### config.mk
export PLATFORM = sky130hd
export DESIGN_NAME = sensor_option_bank_decoder
export DESIGN_NICKNAME = d
export VERILOG_FILES = /design/src/sensor_option_bank_decoder.v /design/src/fuse_bank_array.v /design/src/option_field_decode.v
export VERILOG_INCLUDE_DIRS = /design/src /design/src/src
export SDC_FILE = /design/constraint.sdc
export NUM_CORES = 1
export LEC_CHECK = 0
export BUFFER_PORTS_ARGS = -buffer_cell sky130_fd_sc_hd__buf_2
export CAP_MARGIN = 0
export CORE_MARGIN = 2
export CORE_UTILIZATION = 45
export CTS_BUF_LIST = sky130_fd_sc_hd__clkbuf_16
export DETAILED_ROUTE_END_ITERATION = 16
export GPL_ROUTABILITY_DRIVEN = 0
export PLACE_DENSITY = 0.71
export SYNTH_ARGS = -nofsm -noshare
export SYNTH_HDL_FRONTEND = slang
export SYNTH_HIERARCHICAL = 1
export SYNTH_SLANG_ARGS = --single-unit
### constraint.sdc
create_clock -name CLK -period 2.8 [get_ports CLK]
set_input_delay 0.28 -clock CLK [delete_from_list [all_inputs] [get_ports CLK]]
set_output_delay 0.28 -clock CLK [all_outputs]
set_load 0.02 [all_outputs]
### src/option_bank_consts.vh
// Offsets, field positions, reset values and timing constants of the option bank decoder.
`ifndef OPTION_BANK_CONSTS_VH
`define OPTION_BANK_CONSTS_VH

// Bank indices; the printed offsets are not multiples of four, so byte address = 4 * index.
`define BANK1_IDX            8'hc5
`define BANK2_IDX            8'hc6
`define BANK3_IDX            8'hc7
`define BANK4_IDX            8'hc8
`define STATUS_IDX           8'hc9
`define ADR_BYTES            10

// Bank 1 fields.
`define B1_HALT_HI           7
`define B1_HALT_LO           6
`define B1_FLOOR_HI          2
`define B1_FLOOR_LO          0
`define B1_USED_MASK         8'hc7
// Bank 2 fields.
`define B2_METHOD_BIT        7
`define B2_RATE_BIT          6
`define B2_LINK_EN_BIT       5
`define B2_GOAL_BIT          3
`define B2_TUNE_BIT          2
`define B2_CAD_HI            1
`define B2_CAD_LO            0
`define B2_USED_MASK         8'hef
// Bank 4 fields, then the bank 3 mask.
`define B4_NOISE_BIT         3
`define B4_USED_MASK         8'h08
`define B3_USED_MASK         8'h00

// Unprogrammed fuses read as zero.
`define FUSE_RESET           8'h00

// Halt time codes and times in seconds.
`define HALT_20S             2'h0
`define HALT_40S             2'h1
`define HALT_NEVER           2'h2
`define HALT_ALWAYS          2'h3
`define HALT_SHORT_S         16'h0014
`define HALT_LONG_S          16'h0028

// Calibration floor values.
`define FLOOR_0              10'h0c8
`define FLOOR_1              10'h032
`define FLOOR_2              10'h04b
`define FLOOR_3              10'h064
`define FLOOR_4              10'h096
`define FLOOR_5              10'h0fa
`define FLOOR_6              10'h12c
`define FLOOR_7              10'h1f4

// Charge rates in kHz, tuning goals in counts.
`define RATE_FAST_KHZ        10'h200
`define RATE_SLOW_KHZ        10'h0fa
`define GOAL_HIGH            11'h400
`define GOAL_LOW             11'h200

// Sample cadence periods in ms.
`define CAD_BOOST_MS         10'h009
`define CAD_NORMAL_MS        10'h080
`define CAD_LOW1_MS          10'h100
`define CAD_LOW2_MS          10'h200

// Status register bits.
`define ST_LOADED_BIT        0
`define ST_FULL_TUNE_BIT     1
`define ST_DISCOURAGED_BIT   2

`endif

### src/sensor_option_bank_decoder.v
// Option bank decoder: samples fused banks 1 to 4 and presents decoded settings.
//
// Function
// - Bank 1 bits 7-6 select halt time: 20 s, 40 s, never, or always with proximity held 40 s.
// - Bank 1 sits at index 0xc5 and its bits 2-0 pick the calibration floor from eight values.
// - The halt and floor settings of bank 1 only take effect while full auto-tuning is selected.
// - Bank 2 bit 7 picks the streaming link: clear for single wire, set for two-wire I2C.
// - Bank 2 sits at 0xc6; bit 6 charge rate, bit 5 link enable, bit 3 tuning goal.
// - Bank 2 bit 2 picks auto-tuning type, zero full and one partial, the latter discouraged.
// - Bank 2 bits 1-0 pick sample cadence of 9, 128, 256 or 512 ms.
// - All eight bits of bank 3 are reserved and steer nothing.
// - Bank 4 bit 3 enables noise suppression; its other bits are reserved.
// - Options live in one-time-programmable fuses, not writable storage.
// - An unprogrammed fuse bit reads as zero, so every field defaults to code zero.
`timescale 1ns/1ps
`include "option_bank_consts.vh"
module sensor_option_bank_decoder (
    input  wire        CLK,
    input  wire        RESET,
    // Fuse programming strobes, one bit per fuse to burn.
    input  wire [7:0]  BURN_BANK1,
    input  wire [7:0]  BURN_BANK2,
    input  wire [7:0]  BURN_BANK3,
    input  wire [7:0]  BURN_BANK4,
    // Wishbone classic slave.
    input  wire        WB_CYC_I,
    input  wire        WB_STB_I,
    input  wire        WB_WE_I,
    input  wire [9:0]  WB_ADR_I,
    input  wire [3:0]  WB_SEL_I,
    input  wire [31:0] WB_DAT_I,
    output reg  [31:0] WB_DAT_O,
    output reg         WB_ACK_O,
    output reg         WB_ERR_O,
    // Decoded settings.
    output reg  [1:0]  HALT_TIME_SELECT,
    output reg  [15:0] HALT_SECONDS,
    output reg         HALT_NEVER,
    output reg         HALT_ALWAYS,
    output reg  [9:0]  CAL_FLOOR,
    output reg         LINK_TWO_WIRE,
    output reg  [9:0]  CHARGE_RATE_KHZ,
    output reg         LINK_ENABLE,
    output reg  [10:0] AUTO_TUNING_GOAL,
    output reg         AUTO_TUNING_PARTIAL,
    output reg  [1:0]  POWER_CADENCE_SELECT,
    output reg  [9:0]  SAMPLE_PERIOD_MS,
    output reg         NOISE_SUPPRESSION_ENABLE,
    output reg         SETTINGS_VALID
);
    // Sampler states: take the banks once, then hold them.
    localparam ST_IDLE = 1'b0;
    localparam ST_HOLD = 1'b1;

    // Fuse image, decoded table values, sampled banks and bus decode.
    wire [31:0] fuse_word;
    wire [9:0]  floor_value;
    wire [9:0]  cadence_ms;
    wire [9:0]  rate_khz;
    wire [10:0] goal_counts;
    reg         state_q;
    reg  [7:0]  bank1_q;
    reg  [7:0]  bank2_q;
    reg  [7:0]  bank3_q;
    reg  [7:0]  bank4_q;
    reg  [7:0]  burn1_q;
    reg  [7:0]  burn2_q;
    reg  [7:0]  burn3_q;
    reg  [7:0]  burn4_q;
    reg  [7:0]  burn1_s;
    reg  [7:0]  burn2_s;
    reg  [7:0]  burn3_s;
    reg  [7:0]  burn4_s;
    reg  [7:0]  idx;
    reg  [31:0] rdata_d;
    reg         hit_d;
    wire        full_tune;
    wire [1:0]  halt_code;
    wire [2:0]  floor_code;
    wire [1:0]  cadence_code;
    wire        discouraged;
    wire        bus_req;

    // Returns the register index of a byte address, or zero when not word aligned.
    function [7:0] word_index;
        input [9:0] adr;
        begin
            if (adr[1:0] != 2'h0) begin
                word_index = 8'h00;
            end else begin
                word_index = adr[9:2];
            end
        end
    endfunction

    // Burn strobes come from pins and pass two flip-flops first.
    always @(posedge CLK) begin
        burn1_q <= BURN_BANK1;
        burn2_q <= BURN_BANK2;
        burn3_q <= BURN_BANK3;
        burn4_q <= BURN_BANK4;
        burn1_s <= burn1_q;
        burn2_s <= burn2_q;
        burn3_s <= burn3_q;
        burn4_s <= burn4_q;
    end

    // Fuses can only be set, never rewritten.
    fuse_bank_array u_fuses (
        .clk        (CLK),
        .burn_bank1 (burn1_s),
        .burn_bank2 (burn2_s),
        .burn_bank3 (burn3_s),
        .burn_bank4 (burn4_s),
        .fuse_word  (fuse_word)
    );

    // Sample all banks once after reset, then hold.
    always @(posedge CLK) begin
        if (RESET) begin
            state_q <= ST_IDLE;
            bank1_q <= `FUSE_RESET;
            bank2_q <= `FUSE_RESET;
            bank3_q <= `FUSE_RESET;
            bank4_q <= `FUSE_RESET;
        end else begin
            case (state_q)
                ST_IDLE: begin
                    bank1_q <= fuse_word[7:0] & `B1_USED_MASK;
                    bank2_q <= fuse_word[15:8] & `B2_USED_MASK;
                    bank3_q <= fuse_word[23:16] & `B3_USED_MASK;
                    bank4_q <= fuse_word[31:24] & `B4_USED_MASK;
                    state_q <= ST_HOLD;
                end
                default: state_q <= ST_HOLD;
            endcase
        end
    end

    // Full auto-tuning is the all-zero code of the tuning type bit.
    assign full_tune = ~bank2_q[`B2_TUNE_BIT];

    // Coded fields of the sampled banks.
    assign floor_code   = bank1_q[`B1_FLOOR_HI:`B1_FLOOR_LO];
    assign cadence_code = bank2_q[`B2_CAD_HI:`B2_CAD_LO];

    // Field value tables.
    option_field_decode u_decode (
        .floor_code   (floor_code),
        .cadence_code (cadence_code),
        .rate_bit     (bank2_q[`B2_RATE_BIT]),
        .goal_bit     (bank2_q[`B2_GOAL_BIT]),
        .floor_value  (floor_value),
        .cadence_ms   (cadence_ms),
        .rate_khz     (rate_khz),
        .goal_counts  (goal_counts)
    );

    // Halt time in seconds for a halt code; the never-halt code reports the long time.
    function [15:0] halt_seconds_of;
        input [1:0] code;
        begin
            if (code == `HALT_20S) begin
                halt_seconds_of = `HALT_SHORT_S;
            end else begin
                halt_seconds_of = `HALT_LONG_S;
            end
        end
    endfunction

    // Bank 1 halt code, forced to code zero under partial tuning.
    assign halt_code = full_tune ? bank1_q[`B1_HALT_HI:`B1_HALT_LO] : `HALT_20S;

    // Halt time select, its two special cases and the time in seconds.
    always @(posedge CLK) begin
        if (RESET) begin
            HALT_TIME_SELECT <= `HALT_20S;
            HALT_SECONDS     <= halt_seconds_of(`HALT_20S);
            HALT_NEVER       <= 1'b0;
            HALT_ALWAYS      <= 1'b0;
        end else begin
            HALT_TIME_SELECT <= halt_code;
            HALT_SECONDS     <= halt_seconds_of(halt_code);
            HALT_NEVER       <= (halt_code == `HALT_NEVER);
            HALT_ALWAYS      <= (halt_code == `HALT_ALWAYS);
        end
    end

    // Calibration floor of bank 1, applied only under full tuning.
    always @(posedge CLK) begin
        if (RESET) begin
            CAL_FLOOR <= `FLOOR_0;
        end else if (full_tune) begin
            CAL_FLOOR <= floor_value;
        end else begin
            CAL_FLOOR <= `FLOOR_0;
        end
    end

    // Streaming link method and enable from bank 2.
    always @(posedge CLK) begin
        if (RESET) begin
            LINK_TWO_WIRE <= 1'b0;
            LINK_ENABLE   <= 1'b0;
        end else begin
            LINK_TWO_WIRE <= bank2_q[`B2_METHOD_BIT];
            LINK_ENABLE   <= bank2_q[`B2_LINK_EN_BIT];
        end
    end

    // Charge rate, tuning goal and tuning type from bank 2.
    always @(posedge CLK) begin
        if (RESET) begin
            CHARGE_RATE_KHZ     <= `RATE_FAST_KHZ;
            AUTO_TUNING_GOAL    <= `GOAL_HIGH;
            AUTO_TUNING_PARTIAL <= 1'b0;
        end else begin
            CHARGE_RATE_KHZ     <= rate_khz;
            AUTO_TUNING_GOAL    <= goal_counts;
            AUTO_TUNING_PARTIAL <= ~full_tune;
        end
    end

    // Sample cadence code and its period from bank 2.
    always @(posedge CLK) begin
        if (RESET) begin
            POWER_CADENCE_SELECT <= 2'h0;
            SAMPLE_PERIOD_MS     <= `CAD_BOOST_MS;
        end else begin
            POWER_CADENCE_SELECT <= cadence_code;
            SAMPLE_PERIOD_MS     <= cadence_ms;
        end
    end

    // Noise suppression from bank 4 and the settings-valid flag.
    always @(posedge CLK) begin
        if (RESET) begin
            NOISE_SUPPRESSION_ENABLE <= 1'b0;
            SETTINGS_VALID           <= 1'b0;
        end else begin
            NOISE_SUPPRESSION_ENABLE <= bank4_q[`B4_NOISE_BIT];
            SETTINGS_VALID           <= (state_q == ST_HOLD);
        end
    end

    // A fused setting that should be avoided: partial tuning or the slowest cadence.
    assign discouraged = (cadence_code == 2'h3) | ~full_tune;

    // Read decode; all banks are read-only.
    always @* begin
        idx     = word_index(WB_ADR_I);
        rdata_d = 32'h0000_0000;
        hit_d   = 1'b1;
        if (idx == `BANK1_IDX) begin
            rdata_d = {24'h000000, bank1_q};
        end else if (idx == `BANK2_IDX) begin
            rdata_d = {24'h000000, bank2_q};
        end else if (idx == `BANK3_IDX) begin
            rdata_d = {24'h000000, bank3_q};
        end else if (idx == `BANK4_IDX) begin
            rdata_d = {24'h000000, bank4_q};
        end else if (idx == `STATUS_IDX) begin
            rdata_d = {29'h00000000,
                       discouraged,
                       full_tune,
                       state_q};
        end else begin
            hit_d = 1'b0;
        end
    end

    // A request is taken when the strobe meets no answer still standing.
    assign bus_req = WB_CYC_I & WB_STB_I & ~WB_ACK_O & ~WB_ERR_O;

    // Acknowledge a mapped read one cycle after the strobe, for one cycle.
    always @(posedge CLK) begin
        if (RESET) begin
            WB_ACK_O <= 1'b0;
        end else begin
            WB_ACK_O <= bus_req & hit_d & ~WB_WE_I;
        end
    end

    // Refuse every write and every unmapped access; the fuses cannot be rewritten.
    always @(posedge CLK) begin
        if (RESET) begin
            WB_ERR_O <= 1'b0;
        end else begin
            WB_ERR_O <= bus_req & (~hit_d | WB_WE_I);
        end
    end

    // Read data stands from its answer until the next request is taken.
    always @(posedge CLK) begin
        if (RESET) begin
            WB_DAT_O <= 32'h0000_0000;
        end else if (bus_req) begin
            WB_DAT_O <= (hit_d & ~WB_WE_I) ? rdata_d : 32'h0000_0000;
        end
    end
endmodule // sensor_option_bank_decoder

### src/fuse_bank_array.v
// One-time-programmable storage for the four option banks.
`timescale 1ns/1ps
`include "option_bank_consts.vh"
module fuse_bank_array (
    input  wire       clk,
    input  wire [7:0] burn_bank1,
    input  wire [7:0] burn_bank2,
    input  wire [7:0] burn_bank3,
    input  wire [7:0] burn_bank4,
    output wire [31:0] fuse_word
);
    // Fuse image; a burnt fuse reads one, an unprogrammed fuse zero.
    reg [7:0] fuse_q [0:3];
    integer i;

    // Fuses start blank and can only be set, never cleared.
    initial begin
        for (i = 0; i < 4; i = i + 1) begin
            fuse_q[i] = `FUSE_RESET;
        end
    end

    // Burning only ever adds ones, so the contents cannot be rewritten.
    always @(posedge clk) begin
        fuse_q[0] <= fuse_q[0] | burn_bank1;
        fuse_q[1] <= fuse_q[1] | burn_bank2;
        fuse_q[2] <= fuse_q[2] | burn_bank3;
        fuse_q[3] <= fuse_q[3] | burn_bank4;
    end

    assign fuse_word = {fuse_q[3], fuse_q[2], fuse_q[1], fuse_q[0]};
endmodule // fuse_bank_array

### src/option_field_decode.v
// Table lookups that turn coded option fields into setting values.
`timescale 1ns/1ps
`include "option_bank_consts.vh"
module option_field_decode (
    input  wire [2:0]  floor_code,
    input  wire [1:0]  cadence_code,
    input  wire        rate_bit,
    input  wire        goal_bit,
    output reg  [9:0]  floor_value,
    output reg  [9:0]  cadence_ms,
    output wire [9:0]  rate_khz,
    output wire [10:0] goal_counts
);
    // Calibration floor table.
    always @* begin
        case (floor_code)
            3'h0: floor_value = `FLOOR_0;
            3'h1: floor_value = `FLOOR_1;
            3'h2: floor_value = `FLOOR_2;
            3'h3: floor_value = `FLOOR_3;
            3'h4: floor_value = `FLOOR_4;
            3'h5: floor_value = `FLOOR_5;
            3'h6: floor_value = `FLOOR_6;
            default: floor_value = `FLOOR_7;
        endcase
    end

    // Sample cadence table.
    always @* begin
        case (cadence_code)
            2'h0: cadence_ms = `CAD_BOOST_MS;
            2'h1: cadence_ms = `CAD_NORMAL_MS;
            2'h2: cadence_ms = `CAD_LOW1_MS;
            default: cadence_ms = `CAD_LOW2_MS;
        endcase
    end

    // Single-bit selections.
    assign rate_khz    = rate_bit ? `RATE_SLOW_KHZ : `RATE_FAST_KHZ;
    assign goal_counts = goal_bit ? `GOAL_LOW : `GOAL_HIGH;
endmodule // option_field_decode

==> results of run 1 <==
## flip-flops by register name (all words and copies together), names as in the netlist, 5 cells and up
register          flops
burn1_s               5
burn2_s               7
u_fuses/fuse_q       13
bank1_q               5
burn1_q               5
burn2_q               7
CAL_FLOOR            10
CHARGE_RATE_KHZ      10
AUTO_TUNING_GOAL     11
WB_DAT_O              7
SAMPLE_PERIOD_MS     10
bank2_q               7
## power breakdown
part / internal [mW] / total (mW) / switching, mW
sequential: 1.73 / 1.78 / 0.0435
combinational: 0.112 / 0.297 / 0.185
clock: 1.35 / 1.99 / 0.646
## placed cells by master, fill, tap and decap left out, types with 3 or more instances in the layout
cell	count
dfxtp_1	116
buf_2	92
conb_1	55
nor2b_1	39
nor2_1	23
clkbuf_16	17
mux2i_1	14
dlygate4sd3_1	13
or2_1	13
and2_1	11
inv_1	9
nand2_1	9
clkinv_1	7
or2_2	5
o31ai_1	5
a21oi_1	5
or3_1	3
nand4bb_1	3
nor3b_1	3
o21ai_1	3
bufinv_16	3
inv_2	3
## worst paths after layout
path	endpoint	slack [ps]	depth (start not counted)
worst max-delay path	WB_DAT_O[1]	1370	4
worst min-delay path	WB_DAT_O[3]	160	2
worst max register to register	WB_DAT_O[1]	1370	4
worst min register to register	burn1_s[2]	320	0
## metrics by stage
stage          power, mW  cells  utilization (%)
4_1_cts             4.11    585             56.9
6_report            4.07    585             56.9
2_1_floorplan       2.07    417                -
5_1_grt             4.23    585             56.9
3_5_place_dp        2.09    543             49.0
3_3_place_gp        2.08    543             49.0
## worst max-delay path, cell delays in order (launching register included)
cell	delay, ps
dfxtp_1	310
nand4bb_1	310
nor2_1	270
nand3_4	150
o31ai_1	300
## layout make-up
type	count	area share, %
clock buffer	17	8.66
clock inverter	12	2.52
inverter	10	0.764
multi-input combinational	216	25.8
sequential	116	47.3
tap	108	2.75
timing repair buffer	106	12.2
## routing by layer
metal	wire [µm]	global-route usage [%]
met3	457	4.87
met2	3110	21.2
met4	134	9.08
met1	2810	16.6
met5	0	0
## timing repair
action,in CTS,in global routing
hold buffers,13,0
endpoints found under the hold margin,13,0
gates resized for setup,0,0
==> results.yml, run 1 <==
synthesis:
  mappedNetlistArea_um2: 3960
  syn_inst: 364
  yosysWarningCount: 6
  synth.avg_cell_area_um2: 10.9
timing:
  postLayoutSetupSlackWorst_ps: 1370
  fmax_ghz: 0.698
  fin_setup_tns_ps: 0
  final-setup-viol-count: 0
  relSlewSlack_pct: 43.3
  hold_viol: 0
  rsz0062_at_grt: "no"
  fin_crit_sh_pct: 51.2
  clock_skew_ps: 13.7
  period_needed_ps: 1430
  hold_slack_ps: 158
  worst_pin_slew_ps: 849
  finalMaxSlewViolations: 0
clocking:
  path_clk_slew_ps: 50
  cts.sinks: 116
  clockRootBuffer: "clkbuf_16"
  clockBufferDepth: 2
  post_cts_buffers: 0
  ctsHtreeMaxLevel: 4
  tritoncts: "yes"
  numCtsBuffers: 17
  clock_latency_ps: 400
setup_path:
  crit_fanout: 7
  arrival_ps: 1730
  reg2reg_from: "WB_ERR_O"
  critPathLaunchType: "flip-flop"
  cp-end-kind: "flip-flop"
  cp_data_required_time_ps: 3100
  path_class: "flip-flop to flip-flop"
  critPathLaunch: "WB_ERR_O"
route:
  drtIter0Drc: 81
  ant_nets: 0
  drt-total-wl_um: 6510
  route.vias.total: 2506
  drc: 0
  firstDrtPassIters: 4
  wl_per_cell_um: 11.1
  vias_per_cell: 4.28
global_route:
  grt_pass1_vias: 2211
  grt_max_degree: 34
  antenna_found_initial: 0
  grt-ovfl-total: 0
  grt_pass1_wl_um: 10200
  track_usage_pct: 13.9
placement:
  placed_area_um2: 4230
  dp_slack_ps: 1150
  dp_hpwl_um: 4510
  portBuffers: 92
final_layout:
  multi_input_area_um2: 1270
  drive_gt1_share_pct: 26.4
  seqCellArea_um2: 2320
  fin_nets: 550
  n_fill_cell: 765
  stdcell_area_um2: 4910
  diodes: 0
  area_delta_synth_final_pct: 24.1
power:
  ir_drop_uv: 398
  cellPowerDensity_nw_per_um2: 828
  leakage_nw: 2.29
job:
  maxCapViolCount: 0
floorplanning:
  ioPinCount: 185
  die_h_um: 97.8
  initial_core_util_pct: 45.8
  rows: 34
  core_um2: 8640
  die-area_um2: 9560
  chipWidth_um: 97.8
status:
  outcome: "complete, no violations"
worst_hold_path:
  min_from: "WB_ADR_I[2]"
  hold_class: "input port to flip-flop"
(Power assumes the default switching activity.)
==> run 2: changes to the inputs <==
Settings changed: ABC_AREA from default to 1, PLACE_DENSITY 0.71 to 0.73.
Clock period 2.8 ns to 1.3 ns, I/O delays scaled along.
==> run 2 against run 1 <==
  * Synthesized cell count grew 34%
  * Cell count grew 23%
  * Combinational power grew 130%
  * Area after synthesis grew 5.4%
  * Largest power group unchanged
==> results.yml, run 2 <==
setup_path:
  reg2reg_depth: 5
  critPathLaunchType: "flip-flop"
  cp-end-kind: "flip-flop"
  reg2reg_from: "WB_ACK_O"
  r2r_setup_slack_ps: 120
  path_depth: 5
  cp_slowest_cell: "dfxtp_1"
  cp_cell_sequence: "nor2_1, and3_1, inv_1, nand3_1, o21ai_1"
  crit_fanout: 8
  critPathLaunch: "WB_ACK_O"
  cpLargestDelayFamily: "simple AND/OR/NAND/NOR gates"
  worst-path-buf-inv: 1
  cp_data_required_time_ps: 1570
  path_class: "flip-flop to flip-flop"
  max_stage_delay_ps: 300
  arrival_ps: 1460
floorplanning:
  die_h_um: 100
  core_um2: 9110
  chipWidth_um: 100
  initial_core_util_pct: 45.8
  die-area_um2: 10100
  ioPinCount: 185
  rows: 35
global_route:
  grt-ovfl-total: 0
  grt_pass1_vias: 2799
  grt_max_degree: 23
  track_usage_pct: 14.8
  grt_pass1_wl_um: 11600
  antenna_found_initial: 0
placement:
  portBuffers: 92
  dp_hpwl_um: 5070
  placed_area_um2: 4520
  place_inst: 678
timing:
  clock_skew_ps: 6.64
  hold_viol: 0
  period_needed_ps: 1180
  rsz0062_at_grt: "no"
  final-setup-viol-count: 0
  fin_setup_tns_ps: 0
  hold_slack_ps: 43.7
  fmax_ghz: 0.845
  fin_crit_sh_pct: 91.0
  finalMaxSlewViolations: 0
synthesis:
  yosysWarningCount: 6
  syn_inst: 488
  synth.avg_cell_area_um2: 8.55
  mappedNetlistArea_um2: 4170
final_layout:
  stdcell_area_um2: 5180
  largest_reg_flops: 13
  area_delta_synth_final_pct: 24.2
  layout_commonest_cell: "dfxtp_1"
  fin_nets: 682
  instances_no_fill: 719
  layout_common_cells: "dfxtp_1, inv_1, buf_2, nor2_1, conb_1"
  diodes: 0
  largestRegisters: "u_fuses/fuse_q (13), AUTO_TUNING_GOAL (11)"
  regMostFlops: "u_fuses/fuse_q"
  drive_gt1_share_pct: 24.3
clocking:
  path_clk_slew_ps: 50
  cts.sinks: 116
  clock_latency_ps: 390
  numCtsBuffers: 17
  clockBufferDepth: 2
  ctsHtreeMaxLevel: 4
  post_cts_buffers: 0
  tritoncts: "yes"
  clockRootBuffer: "clkbuf_16"
route:
  firstDrtPassIters: 4
  route.vias.total: 2966
  vias_per_cell: 4.13
  drc: 0
  drtIter0Drc: 107
  wl_per_cell_um: 9.83
  ant_nets: 0
  drt-total-wl_um: 7070
worst_hold_path:
  hold_class: "input port to flip-flop"
  min_from: "WB_WE_I"
  holdPathStages: 4
job:
  maxCapViolCount: 0
status:
  outcome: "complete, no violations"
power:
  leakage_nw: 2.72
  cellPowerDensity_nw_per_um2: 1660
  ir_drop_uv: 943
## run 2: metrics by stage
stage	setup slack, ps	util, %	power [mW]
final	117	56.9	8.58
after detailed placement	-189	49.7	4.52
after global routing	14.1	56.9	8.92
after global placement	-84.2	49.7	4.50
after CTS	123	56.8	8.67
after floorplan	116	-	4.46
## run 2: path summary, 6_finish.rpt
kind / end
setup / recovery: WB_DAT_O[6]
hold / removal: WB_DAT_O[3]
setup reg to reg: WB_DAT_O[6]
hold reg to reg: burn1_s[1]
## run 2: worst reg2reg max path, stage by stage, from the launching register on
cell and delay [ps]:
dfxtp_1 300, nor2_1 80, and3_1 300, inv_1 200, nand3_1 110, o21ai_1 80
## run 2: per-layer routing
metal	vias to the layer above	GRT usage, %	part of all wire (%)
li1	1554	-	-
met1	1282	16.1	44
met2	108	24.6	47
met3	22	5.15	5.8
met4	0	9.59	2.9
met5	-	0	0
## run 2: timing repair
action,in CTS,in global routing
hold buffers,13,0
setup endpoints to repair,0,2
endpoints found under the hold margin,13,0
resized for setup,0,2
## run 2: area by class of cell
class | count | area (µm²)
multi-input cells | 250 | 1140
clock inverters | 11 | 98.8
repair buffers | 116 | 686
clock buffers | 17 | 425
flip-flops and latches | 116 | 2320
fillers | 827 | 3930
well taps | 111 | 139
inverters | 98 | 368
## run 2: power breakdown
group / internal (mW) / switching (mW)
Clock: 2.71 / 1.38
Combinational: 0.225 / 0.471
Sequential: 3.73 / 0.0604
Total: 6.67 / 1.91
